[config.mk]
export PLATFORM = sky130hd
export DESIGN_NAME = sarc_control
export DESIGN_NICKNAME = d
export VERILOG_FILES = /design/src/sarc_pkg.sv /design/src/sarc_control.sv
export VERILOG_INCLUDE_DIRS = /design/src
export SDC_FILE = /design/constraint.sdc
export NUM_CORES = 1
export LEC_CHECK = 0
export ABC_CLOCK_PERIOD_IN_PS = 2750
export BUFFER_PORTS_ARGS = -buffer_cell sky130_fd_sc_hd__buf_4
export CAP_MARGIN = 20
export CORE_ASPECT_RATIO = 0.5
export CORE_MARGIN = 2
export CORE_UTILIZATION = 40
export DETAILED_ROUTE_END_ITERATION = 10
export GPL_ROUTABILITY_DRIVEN = 0
export PLACE_DENSITY = 0.62
export SLEW_MARGIN = 30
export SYNTH_ARGS = -nofsm -noshare
export SYNTH_HDL_FRONTEND = slang
export SYNTH_SLANG_ARGS = --single-unit
[constraint.sdc]
create_clock -name core_clk -period 2.75 [get_ports core_clk]
set_input_delay 0.275 -clock core_clk [delete_from_list [all_inputs] [get_ports core_clk]]
set_output_delay 0.275 -clock core_clk [all_outputs]
set_load 0.01 [all_outputs]
[src/sarc_defines.svh]
`ifndef SARC_DEFINES_SVH
`define SARC_DEFINES_SVH

// ****************************************************************
// Result and cycle counting
// ****************************************************************
`define SARC_RES_W        12
`define SARC_CYC_W        4
`define SARC_RES_ZERO     12'h000
`define SARC_CYC_FIRST    4'h1
`define SARC_CYC_MSB_REF  4'hc
`define SARC_CYC_LSB      4'hd
`define SARC_LSBF_FIRST   4'h1
`define SARC_LSBF_LAST    4'hb
`define SARC_CYC_STEP     4'h1

`endif

[src/sarc_pkg.sv]
// ****************************************************************
// Types of the conversion control
// ****************************************************************
package sarc_pkg;
	typedef enum logic [2:0] {
		SARC_SAMPLE,
		SARC_HOLD,
		SARC_CONVERSION_STROBE,
		SARC_LSBF,
		SARC_PDOWN
	} sarc_state_t;
endpackage

[src/sarc_control.sv]
// Overview of operation
// - Strobe fall switches sampling to hold without waiting for a clock edge.
// - Unsynchronised strobe still converts; start may slip one clock.
// - First conversion clock drives data low out of high impedance.
// - Strobe low through conversion and at 13th clock enters power-down.
// - Power-down lasts until strobe rises, then sampling resumes.
// - First conversion after power-down is valid, no dummy cycle.
// - Least significant bit is driven during the 13th clock.
// - Strobe up before 12th end, down in 13th resends result LSB first.
// - LSB-first readout powers down at 13th clock, resumes on strobe rise.
// - Strobe up then down before 13th clock aborts the conversion at once.
// - Strobe fall puts data into high impedance at once; host latches first.
// - Result is straight unsigned binary, zero input gives all-zero code.
// - Result leaves MSB first on the clock, from the current conversion.
`timescale 1ns/1ps
`include "sarc_defines.svh"

module sarc_control
	import sarc_pkg::*;
(
	// Clock and reset
	input  wire logic                    core_clk,
	input  wire logic                    srst,
	// Pins from the host
	input  wire logic                    conversion_strobe,
	input  wire logic                    conversion_clock,
	// Analog front end
	input  wire logic                    comparator_high,
	output logic [`SARC_RES_W-1:0]       dac_code,
	output logic                         track_hold,
	output logic                         power_down,
	// Serial data pin
	output logic                         data_out,
	output logic                         data_oe_n,
	// Result of the last conversion
	output logic [`SARC_RES_W-1:0]       result_code
);

	// ****************************************************************
	// Pin synchronisers and edge detection
	// ****************************************************************
	logic [2:0] stb_sync_ff;
	logic [2:0] clk_sync_ff;
	logic [1:0] cmp_sync_ff;
	logic       stb_fall;
	logic       stb_rise;
	logic       stb_low;
	logic       clk_fall;
	logic       cmp_bit;

	// Two stages before use, third stage only for edges
	always_ff @(posedge core_clk) begin
		if (srst) begin
			stb_sync_ff <= 3'h7;
			clk_sync_ff <= 3'h0;
			cmp_sync_ff <= 2'h0;
		end else begin
			stb_sync_ff <= {stb_sync_ff[1:0], conversion_strobe};
			clk_sync_ff <= {clk_sync_ff[1:0], conversion_clock};
			cmp_sync_ff <= {cmp_sync_ff[0], comparator_high};
		end
	end

	// Edges seen on the synchronised pins, any phase to the clock
	assign stb_fall = stb_sync_ff[2] & ~stb_sync_ff[1];
	assign stb_rise = ~stb_sync_ff[2] & stb_sync_ff[1];
	assign stb_low  = ~stb_sync_ff[1];
	assign clk_fall = clk_sync_ff[2] & ~clk_sync_ff[1];
	assign cmp_bit  = cmp_sync_ff[1];

	// ****************************************************************
	// Conversion sequencer
	// ****************************************************************
	sarc_state_t                 state_ff;
	sarc_state_t                 nxt_state;
	logic [`SARC_CYC_W-1:0]      cyc_ff;
	logic [`SARC_CYC_W-1:0]      nxt_cyc;
	logic [`SARC_CYC_W-1:0]      lsb_idx_ff;
	logic [`SARC_CYC_W-1:0]      nxt_lsb_idx;
	logic [`SARC_RES_W-1:0]      result_ff;
	logic [`SARC_RES_W-1:0]      nxt_result;
	logic                        rose_ff;
	logic                        nxt_rose;
	logic                        dout_ff;
	logic                        nxt_dout;
	logic                        oe_n_ff;
	logic                        nxt_oe_n;
	logic [`SARC_CYC_W-1:0]      bit_idx;

	// Bit under trial in the current clock
	assign bit_idx = `SARC_CYC_MSB_REF - cyc_ff;

	// Next state of the sequencer
	always_comb begin
		nxt_state   = state_ff;
		nxt_cyc     = cyc_ff;
		nxt_lsb_idx = lsb_idx_ff;
		nxt_result  = result_ff;
		nxt_rose    = rose_ff;
		nxt_dout    = dout_ff;
		nxt_oe_n    = oe_n_ff;
		unique case (state_ff)
			SARC_SAMPLE: begin
				if (stb_fall) begin
					nxt_state  = SARC_HOLD;
					nxt_result = `SARC_RES_ZERO;
				end
			end
			SARC_HOLD: begin
				if (stb_rise) begin
					nxt_state = SARC_SAMPLE;
				end else if (clk_fall) begin
					nxt_state = SARC_CONVERSION_STROBE;
					nxt_cyc   = `SARC_CYC_FIRST;
					nxt_rose  = 1'h0;
					nxt_dout  = 1'h0;
					nxt_oe_n  = 1'h0;
				end
			end
			SARC_CONVERSION_STROBE: begin
				if (stb_rise) begin
					nxt_rose = 1'h1;
				end
				if (stb_fall && rose_ff) begin
					nxt_oe_n = 1'h1;
					if (cyc_ff == `SARC_CYC_LSB) begin
						nxt_state   = SARC_LSBF;
						nxt_lsb_idx = `SARC_LSBF_FIRST;
					end else begin
						nxt_state = SARC_PDOWN;
					end
				end else if (clk_fall) begin
					if (cyc_ff < `SARC_CYC_LSB) begin
						// Straight binary: kept bit means input at or above trial
						nxt_result[bit_idx] = cmp_bit;
						nxt_dout            = cmp_bit;
						nxt_cyc             = cyc_ff + `SARC_CYC_STEP;
					end else begin
						nxt_oe_n = 1'h1;
						if (stb_low && !rose_ff) begin
							nxt_state = SARC_PDOWN;
						end else begin
							nxt_state = SARC_SAMPLE;
						end
					end
				end
			end
			SARC_LSBF: begin
				if (stb_rise) begin
					nxt_state = SARC_SAMPLE;
					nxt_oe_n  = 1'h1;
				end else if (clk_fall) begin
					if (lsb_idx_ff <= `SARC_LSBF_LAST) begin
						nxt_dout    = result_ff[lsb_idx_ff];
						nxt_oe_n    = 1'h0;
						nxt_lsb_idx = lsb_idx_ff + `SARC_CYC_STEP;
					end else begin
						nxt_state = SARC_PDOWN;
						nxt_oe_n  = 1'h1;
					end
				end
			end
			SARC_PDOWN: begin
				if (stb_rise) begin
					nxt_state = SARC_SAMPLE;
				end
			end
		endcase
	end

	// Sequencer registers
	always_ff @(posedge core_clk) begin
		if (srst) begin
			state_ff   <= SARC_SAMPLE;
			cyc_ff     <= `SARC_CYC_FIRST;
			lsb_idx_ff <= `SARC_LSBF_FIRST;
			result_ff  <= `SARC_RES_ZERO;
			rose_ff    <= 1'h0;
			dout_ff    <= 1'h0;
			oe_n_ff    <= 1'h1;
		end else begin
			state_ff   <= nxt_state;
			cyc_ff     <= nxt_cyc;
			lsb_idx_ff <= nxt_lsb_idx;
			result_ff  <= nxt_result;
			rose_ff    <= nxt_rose;
			dout_ff    <= nxt_dout;
			oe_n_ff    <= nxt_oe_n;
		end
	end

	// ****************************************************************
	// Outputs
	// ****************************************************************
	genvar gi;

	// Trial code: decided bits plus the bit under trial
	generate
		for (gi = 0; gi < `SARC_RES_W; gi++) begin : g_dac
			assign dac_code[gi] = result_ff[gi] |
				((state_ff == SARC_CONVERSION_STROBE) && (cyc_ff < `SARC_CYC_LSB) &&
				 (bit_idx == `SARC_CYC_W'(gi)));
		end
	endgenerate

	// Strobe fall releases the pin in the very cycle it is seen
	assign data_oe_n   = oe_n_ff | stb_fall;
	assign data_out    = dout_ff;
	assign result_code = result_ff;
	assign track_hold  = (state_ff != SARC_SAMPLE);

	// Sleep from the 13th clock on while strobe stays low, after an abort, and through any LSB-first readout
	assign power_down = (state_ff == SARC_PDOWN) ||
		(state_ff == SARC_LSBF) ||
		((state_ff == SARC_CONVERSION_STROBE) && (cyc_ff == `SARC_CYC_LSB) &&
		 stb_low && !rose_ff);

endmodule

==> out/results.ini, run 1 <==
[synthesis]
ys_ff_latch=34
synth_cell_types=54
synth_edf_count=0
synthCells=250
synth_top_area_share_pct=32.3
async_flop_share_pct=0
ys_seq_area_share_pct=32.3
synth_top_area_cell=dfxtp_1
yosys-top-cells-area=dfxtp_1, a211o_1, a21oi_1, ha_1, nand2_1
synthFlopType=dfxtp_1
syn_nets=262
syn_avg_cell_area_sq_um=8.43
mappedNetlistArea_sq_mm=0.00211
yosysWarnings=0

[cts]
cts_resized=0
cts_max_level=2
cts-buffers-inserted=5
clkLatencyLatePin_ps=290
cts_tree=yes
postCtsSetupBuffers=0
clkTransAtPathRegs_ps=80
max-clock-path-buffers=2
hold_buffers=0
clockRootBuffer=clkbuf_8
clock_sinks=34

[floorplanning]
die-area_sq_mm=0.00590
die_h_um=55.3
rows=18
io_pins=33
initial_core_util_pct=42.1
core_area_sq_mm=0.00500
fp.dieW_um=107

[layout]
final_layout_size_suffix_gt1_share_pct=23.8
final_cell_mix=buf_4, dfxtp_1, nand2_1
layout_commonest_cell=buf_4
num_antenna_cells=0
area_delta_synth_final_pct=19.8
final_cell_area_sq_mm=0.00252
final_nets=284
fin_cells=343
n_fill_cell=483

[setup_path]
r2r_start=state_ff[1]$_SDFFE_PP0P_
path_max_fanout=8
critical_path_required_ps=2480
arrival_ps=2280
r2r_cells=4
r2r_end=result_code[7]$_SDFFE_PP0P_
reg2reg_slack_ps=520
cp-end-kind=output pin
crit_type=register to output pin
cp-start-kind=register

[pwr]
p_leak_nw=1.19
power.density_mw_per_mm2=512
vdd_drop_max_mv=0.229
power_mw=1.29

[timing]
drv_slew=0
timing.slew.headroom_pct=56.7
skew_ps=5.84
maxClockFrequency_ghz=0.391
hold_violations=0
worst_pin_slew_ps=644
period_share_pct=92.9
grt_setup_unrepaired=no
finalSetupViolCount=0
period_needed_ps=2560
fin_tns_setup_ps=0
worst_slack_ps=195

[hold_path]
hold_path_depth=2
hold_class=input pin to register
worstHoldEndpoint=stb_sync_ff[0]$_SDFF_PP1_
min_from=conversion_strobe

[global_routing]
grt_first_pass_wirelength_um=8970
gr-usage-met3_pct=4.49
grt-busiest-layer=met1
first_global_vias=1800
grt-ovfl-total=0
antenna_found_initial=0
use_met1_pct=27.7
grtUsageTotal_pct=18.9
grt_use_met2_pct=27.0
grt_max_degree=23

[drt]
wl_per_cell_um=15.5
drtAntennaViolNets=0
drt_iter0_markers=112
vias=1948
vias_per_cell=5.68
first_pass_iters=5
drcViolationCount=0
wirelength_um=5330

[place]
place_inst=335
hpwl_um=3670
pre_cts_slack_ps=442
place.port_buffers=32
postPlaceCellArea_sq_mm=0.00237

[run_status]
outcome=finished clean

[run]
cap_violations=0

[logic make-up after synthesis]
family	synth area share [%]
simple gates	29.2
compound gates	24.2
flops	32.3
buf+inv	5.28
fa+ha+maj	4.16
mux	4.04
xor+xnor	0.832
[final cells by class]
type,count,area (sq um),share of cell area (%)
timing repair buffer,36,270,10.7
tap,70,87.6,3.47
sequential,34,683,27.1
clock inverter,3,68.8,2.73
clock buffer,5,68.8,2.73
multi-input combinational,191,1330,52.7
inverter,4,15.0,0.595
[worst max-delay path, cell delays in order, from the launching register on]
cell	delay (ps)
dfxtp_2	410
inv_1	120
ha_1	300
or4b_1	550
a21oi_1	330
a21o_1	170
buf_4	110
[cell usage after synthesis (all sizes together), types with 5 or more instances]
cell type  instances
a211o             12
a21o               9
a21oi             20
and3              13
buf                9
clkbuf            12
dfxtp             34
ha                 7
nand2             22
nand2b             7
nand3             10
nor2              12
nor2b             10
o21ai              6
or2                5
[worst max path at each step]
stage / startpoint / endpoint / cells after the start
after floorplan: cyc_ff[1]$_SDFFE_PP0P_ / state_ff[1]$_SDFFE_PP0P_ / 7
after global placement: cyc_ff[1]$_SDFFE_PP0P_ / dac_code[5] / 6
after detailed placement: cyc_ff[0]$_SDFFE_PP1P_ / dac_code[4] / 6
after CTS: cyc_ff[0]$_SDFFE_PP1P_ / dac_code[4] / 6
after global routing: cyc_ff[0]$_SDFFE_PP1P_ / dac_code[5] / 6
final: cyc_ff[1]$_SDFFE_PP0P_ / dac_code[7] / 6
[per-stage QoR]
| step | util [%] | hold slack (ps) |
|---|---|---|
| after global placement | 47.4 | 395 |
| final | 50.5 | 166 |
| after detailed placement | 47.4 | 402 |
| after CTS | 50.1 | 160 |
| after global routing | 50.5 | 151 |
| after floorplan | - | 379 |
[per-layer routing]
metal / vias to the layer above / part of all wire [%]
li1: 961 / -
met1: 909 / 49
met2: 69 / 43
met3: 9 / 5.6
met4: 0 / 1.6
met5: - / 0
[state kept, by name, summed over array words and instances (netlist names)]
signal / flops
cmp_sync_ff: 2
cyc_ff: 4
state_ff: 3
stb_sync_ff: 3
lsb_idx_ff: 4
data_out: 1
oe_n_ff: 1
result_code: 12
clk_sync_ff: 3
rose_ff: 1
[power breakdown]
part	internal, mW	switching, mW	leakage (nW)
clock network	0.363	0.198	0.0683
registers	0.508	0.0353	0.276
logic	0.0852	0.103	0.842
(Power assumes the default switching activity.)
==> inputs of run 2 (changes only) <==
- CORE_ASPECT_RATIO: 0.5 -> default
==> out/results.ini, run 2 (synthesis gave the netlist of run 1 again) <==
[run_status]
outcome=finished clean

[floorplanning]
die_h_um=76.6  ; +38%
core_area_sq_mm=0.00511  ; +2.2%
die-area_sq_mm=0.00586  ; -0.60%
rows=26  ; +8
fp.dieW_um=76.6  ; -28%
io_pins=33  ; unchanged
initial_core_util_pct=41.3  ; -0.89 points

[hold_path]
hold_path_depth=2  ; unchanged
min_from=conversion_strobe
hold_class=input pin to register

[place]
hpwl_um=3650  ; -0.56%
place.port_buffers=32  ; unchanged
pre_cts_slack_ps=415  ; -27.0 ps

[setup_path]
crit_cells=8  ; +2
r2r_cells=7  ; +3
path_cells=inv_1, ha_1, nor4bb_2, o21ai_0, o31ai_2, and2_1, a21o_1, buf_4
arrival_ps=2240  ; -40 ps
critical_path_required_ps=2480  ; about the same
cp-start-kind=register
path_max_fanout=9  ; +1
cp-end-kind=output pin
crit_type=register to output pin
crit_slowest_cell=dfxtp_2
max_stage_delay_ps=410  ; -140 ps
crit_buf_inv=2  ; unchanged
r2r_start=cyc_ff[1]$_SDFFE_PP0P_
worstSetupStartpoint=cyc_ff[1]$_SDFFE_PP0P_
path_delay_family=compound AO/OA/AOI/OAI gates

[drt]
vias_per_cell=5.59  ; -1.6%
first_pass_iters=4  ; -1
drcViolationCount=0  ; unchanged
drtAntennaViolNets=0  ; unchanged
vias=1922  ; -1.3%
wl_per_cell_um=15.1  ; -3.1%
wirelength_um=5180  ; -2.8%
drt_iter0_markers=198  ; +77%

[layout]
area_delta_synth_final_pct=17.9
final_nets=285  ; +0.35%
n_fill_cell=518  ; +7.2%
final_cell_mix=buf_4, dfxtp_1, nand2_1
num_antenna_cells=0  ; unchanged
layout_commonest_cell=buf_4
final_layout_size_suffix_gt1_share_pct=24.5  ; +0.64 points
largest_reg_flops=12  ; unchanged

[timing]
period_share_pct=91.5  ; -1.5 points
worst_slack_ps=235  ; +39.9 ps
worst_pin_slew_ps=599  ; -45.3 ps
fin_tns_setup_ps=0  ; unchanged
drv_slew=0  ; unchanged
finalSetupViolCount=0  ; unchanged
timing.slew.headroom_pct=59.8  ; +3.0 points
grt_setup_unrepaired=no
skew_ps=5.74  ; -0.0989 ps
period_needed_ps=2520  ; -39.9 ps
hold_violations=0  ; unchanged
maxClockFrequency_ghz=0.398  ; +1.6%

[cts]
clkTransAtPathRegs_ps=70  ; about the same
postCtsSetupBuffers=0  ; unchanged
clockRootBuffer=clkbuf_8
cts-buffers-inserted=5  ; unchanged
max-clock-path-buffers=2  ; unchanged
clkLatencyLatePin_ps=290  ; about the same
hold_buffers=0  ; unchanged
cts_max_level=2  ; unchanged
cts_tree=yes
clock_sinks=34  ; unchanged

[global_routing]
first_global_vias=1781  ; -1.1%
grt-ovfl-total=0  ; unchanged
grtUsageTotal_pct=18.3  ; -0.60 points
grt_max_degree=23  ; unchanged
antenna_found_initial=0  ; unchanged
grt_first_pass_wirelength_um=8670  ; -3.4%

[pwr]
power_mw=1.14  ; -12%
pwr-share-comb_pct=17.3  ; +2.7 points
switching_share_pct=30.0  ; +3.9 points
vdd_drop_max_mv=0.181  ; -21%
clockPowerShare_pct=35.2  ; -8.2 points
power_frac_seq_pct=47.5  ; +5.5 points
p_int_uw=796  ; -17%
power.density_mw_per_mm2=458  ; -11%
switchingPower_uw=341  ; +1.2%
p_leak_nw=1.17  ; -1.4%

[run]
cap_violations=0  ; unchanged

==> run 2: what timing repair did <==
| action | 4_1_cts | 5_1_grt |
|---|---|---|
| endpoints found under the setup margin | 0 | 8 |
| resized for setup | 0 | 4 |
| hold endpoints to repair | 0 | 0 |
==> run 2: per-stage QoR <==
step                      util (%)  cell area (sq um)  instances  hold WS [ps]
after global placement        46.5               2380        336           392
after global routing          48.6               2480        344           155
after CTS                     48.4               2470        344           153
final                         48.6               2480        344           165
after detailed placement      46.5               2380        336           399
after floorplan                  -               2110        250           379
==> run 2: routing by layer <==
metal  up-vias  part of all wire, %  wire length [um]  GRT usage, %
met5         -                    0                 0             0
met4         0                  1.7                89          7.27
met3        11                  3.8               196          4.38
met2        40                   45              2320          27.9
met1       905                   50              2570          24.8
li1        966                    -                 -             -
==> run 2: path summary, 6_finish.rpt <==
path	slack [ps]	to
setup / recovery	230	dac_code[1]
hold / removal	160	stb_sync_ff[0]$_SDFF_PP1_
setup reg to reg	570	state_ff[1]$_SDFFE_PP0P_
hold reg to reg	410	stb_sync_ff[1]$_SDFF_PP1_
==> run 2: layout make-up <==
cell class / count / area [sq um] / area share [%]
Sequential cell: 34 / 683 / 27.5
Clock inverter: 2 / 12.5 / 0.504
Multi-Input combinational cell: 191 / 1330 / 53.4
Clock buffer: 6 / 82.6 / 3.32
Timing Repair Buffer: 37 / 278 / 11.2
Tap cell: 70 / 87.6 / 3.53
Inverter: 4 / 15.0 / 0.605
==> run 2: power groups by stage <==
stage | Sequential, mW | Combinational (mW) | Clock [mW]
floorplan | 0.527 | 0.161 | 0
global placement | 0.551 | 0.196 | 0
detailed placement | 0.550 | 0.194 | 0
CTS | 0.538 | 0.196 | 0.412
global route | 0.544 | 0.212 | 0.430
finish | 0.540 | 0.196 | 0.401
==> inputs of run 3 (changes only) <==
- ABC_CLOCK_PERIOD_IN_PS: 2750 -> 2730
- clock period: 2.75 -> 2.73 ns (I/O delays scaled with it)
==> out/results.ini, run 3 (synthesis gave the netlist of run 1 again) <==
[floorplanning]
core_area_sq_mm=0.00511  ; unchanged
rows=26  ; unchanged
die_h_um=76.6  ; unchanged
initial_core_util_pct=41.3  ; unchanged
io_pins=33  ; unchanged
fp.dieW_um=76.6  ; unchanged
die-area_sq_mm=0.00586  ; unchanged

[place]
postPlaceCellArea_sq_mm=0.00238  ; unchanged
hpwl_um=3650  ; +0.12%
place_inst=336  ; unchanged
place.port_buffers=32  ; unchanged

[layout]
layout_commonest_cell=buf_4
final_cell_mix=buf_4, dfxtp_1, nand2_1
num_antenna_cells=0  ; unchanged
final_cell_area_sq_mm=0.00248  ; -0.30%
area_delta_synth_final_pct=17.5
final_layout_size_suffix_gt1_share_pct=23.7  ; -0.73 points
final_nets=285  ; unchanged
largest_reg_flops=12  ; unchanged
n_fill_cell=517  ; -0.19%
fin_cells=344  ; unchanged

[drt]
wirelength_um=5140  ; -0.85%
vias_per_cell=5.59  ; +0.10%
drtAntennaViolNets=0  ; unchanged
drcViolationCount=0  ; unchanged
wl_per_cell_um=14.9  ; -0.85%
vias=1924  ; +0.10%
first_pass_iters=4  ; unchanged
drt_iter0_markers=171  ; -14%

[setup_path]
path_max_fanout=8  ; -1
path_cells=inv_1, ha_1, or4b_1, a21oi_1, a21o_1, buf_4
cp-end-kind=output pin
crit_slowest_cell=or4b_1
crit_type=register to output pin
max_stage_delay_ps=540  ; +130 ps
crit_buf_inv=2  ; unchanged
cp-start-kind=register
arrival_ps=2250  ; about the same
path_delay_family=simple AND/OR/NAND/NOR gates
critical_path_required_ps=2460  ; -20 ps

[timing]
period_share_pct=92.4
skew_ps=11.0  ; +5.26 ps
timing.hold.ws_ps=178  ; +13.3 ps
finalSetupViolCount=0  ; unchanged
grt_setup_unrepaired=no
period_needed_ps=2520
drv_slew=0  ; unchanged
fin_tns_setup_ps=0  ; unchanged
worst_pin_slew_ps=623  ; +24.6 ps
maxClockFrequency_ghz=0.397
timing.slew.headroom_pct=58.1  ; -1.7 points
hold_violations=0  ; unchanged

[pwr]
vdd_drop_max_mv=0.272  ; +50%
power.density_mw_per_mm2=456  ; -0.35%
p_leak_nw=1.17  ; about the same
power_mw=1.13  ; -0.65%

[cts]
hold_buffers=0  ; unchanged
cts-buffers-inserted=5  ; unchanged
clockRootBuffer=clkbuf_8
max-clock-path-buffers=2  ; unchanged
clkLatencyLatePin_ps=290  ; about the same
cts_tree=yes
clock_sinks=34  ; unchanged
clkTransAtPathRegs_ps=60  ; about the same
cts_max_level=2  ; unchanged
postCtsSetupBuffers=0  ; unchanged

[run_status]
outcome=finished clean

[global_routing]
grtUsageTotal_pct=18.2  ; -0.071 points
grt-ovfl-total=0  ; unchanged
grt_first_pass_wirelength_um=8780  ; +1.3%
grt_max_degree=23  ; unchanged
antenna_found_initial=0  ; unchanged
first_global_vias=1768  ; -0.73%

[run]
cap_violations=0  ; unchanged

[hold_path]
hold_class=input pin to register

run 3: changes by cell type in the layout (fill, tap and decap cells not counted):
| cell | previous run | this run |
|---|---|---|
| a21oi_1 | 19 | 20 |
| clkinvlp_4 | 1 | 0 |
| a21oi_2 | 1 | 0 |
| clkbuf_1 | 0 | 1 |
run 3: final timing paths:
kind | cells past startpoint | from | slack [ps] | to
worst max register to register | 7 | cyc_ff[1]$_SDFFE_PP0P_ | 560 | state_ff[1]$_SDFFE_PP0P_
worst min register to register | 1 | stb_sync_ff[0]$_SDFF_PP1_ | 420 | stb_sync_ff[1]$_SDFF_PP1_
worst max-delay path | 6 | cyc_ff[1]$_SDFFE_PP0P_ | 210 | dac_code[6]
worst min-delay path | 2 | conversion_strobe | 180 | stb_sync_ff[0]$_SDFF_PP1_
run 3: layout make-up:
cell class	count	area, sq um	area share (%)
Tap cell	70	87.6	3.54
Sequential cell	34	683	27.6
Clock buffer	7	86.3	3.49
Timing Repair Buffer	37	278	11.2
Clock inverter	1	5.00	0.202
Multi-Input combinational cell	191	1320	53.4
Inverter	4	15.0	0.606
run 3: through the flow:
stage               worst slack [ps]  utilization [%]
finish                           209             48.5
global route                    43.8             48.5
CTS                              114             48.3
detailed placement               427             46.5
global placement                 469             46.5
floorplan                        720                -
run 3: worst reg2reg max path: stages (launching register included):
cell and delay (ps):
dfxtp_2 400, inv_1 120, ha_1 280, nand3b_1 250, or2_1 320, a22oi_2 240
or3b_1 360, a21oi_1 130
run 3: what timing repair did:
item / in CTS / in global routing
resized for setup: 0 / 3
hold endpoints to repair: 0 / 0
endpoints found under the setup margin: 0 / 8
run 3: metal layers:
layer  GRT usage (%)  wire length (um)  vias up
li1                -                 -      966
met1            25.6              2590      920
met2            28.2              2330       33
met3            3.44               168        5
met4            5.45                46        0
met5               0                 0        -
run 3: power breakdown:
part,leakage (nW),total [mW],internal [mW],switching [mW]
Combinational,0.846,0.198,0.0876,0.110
Sequential,0.276,0.546,0.512,0.0342
Clock,0.0482,0.386,0.204,0.182
Total,1.17,1.13,0.803,0.327
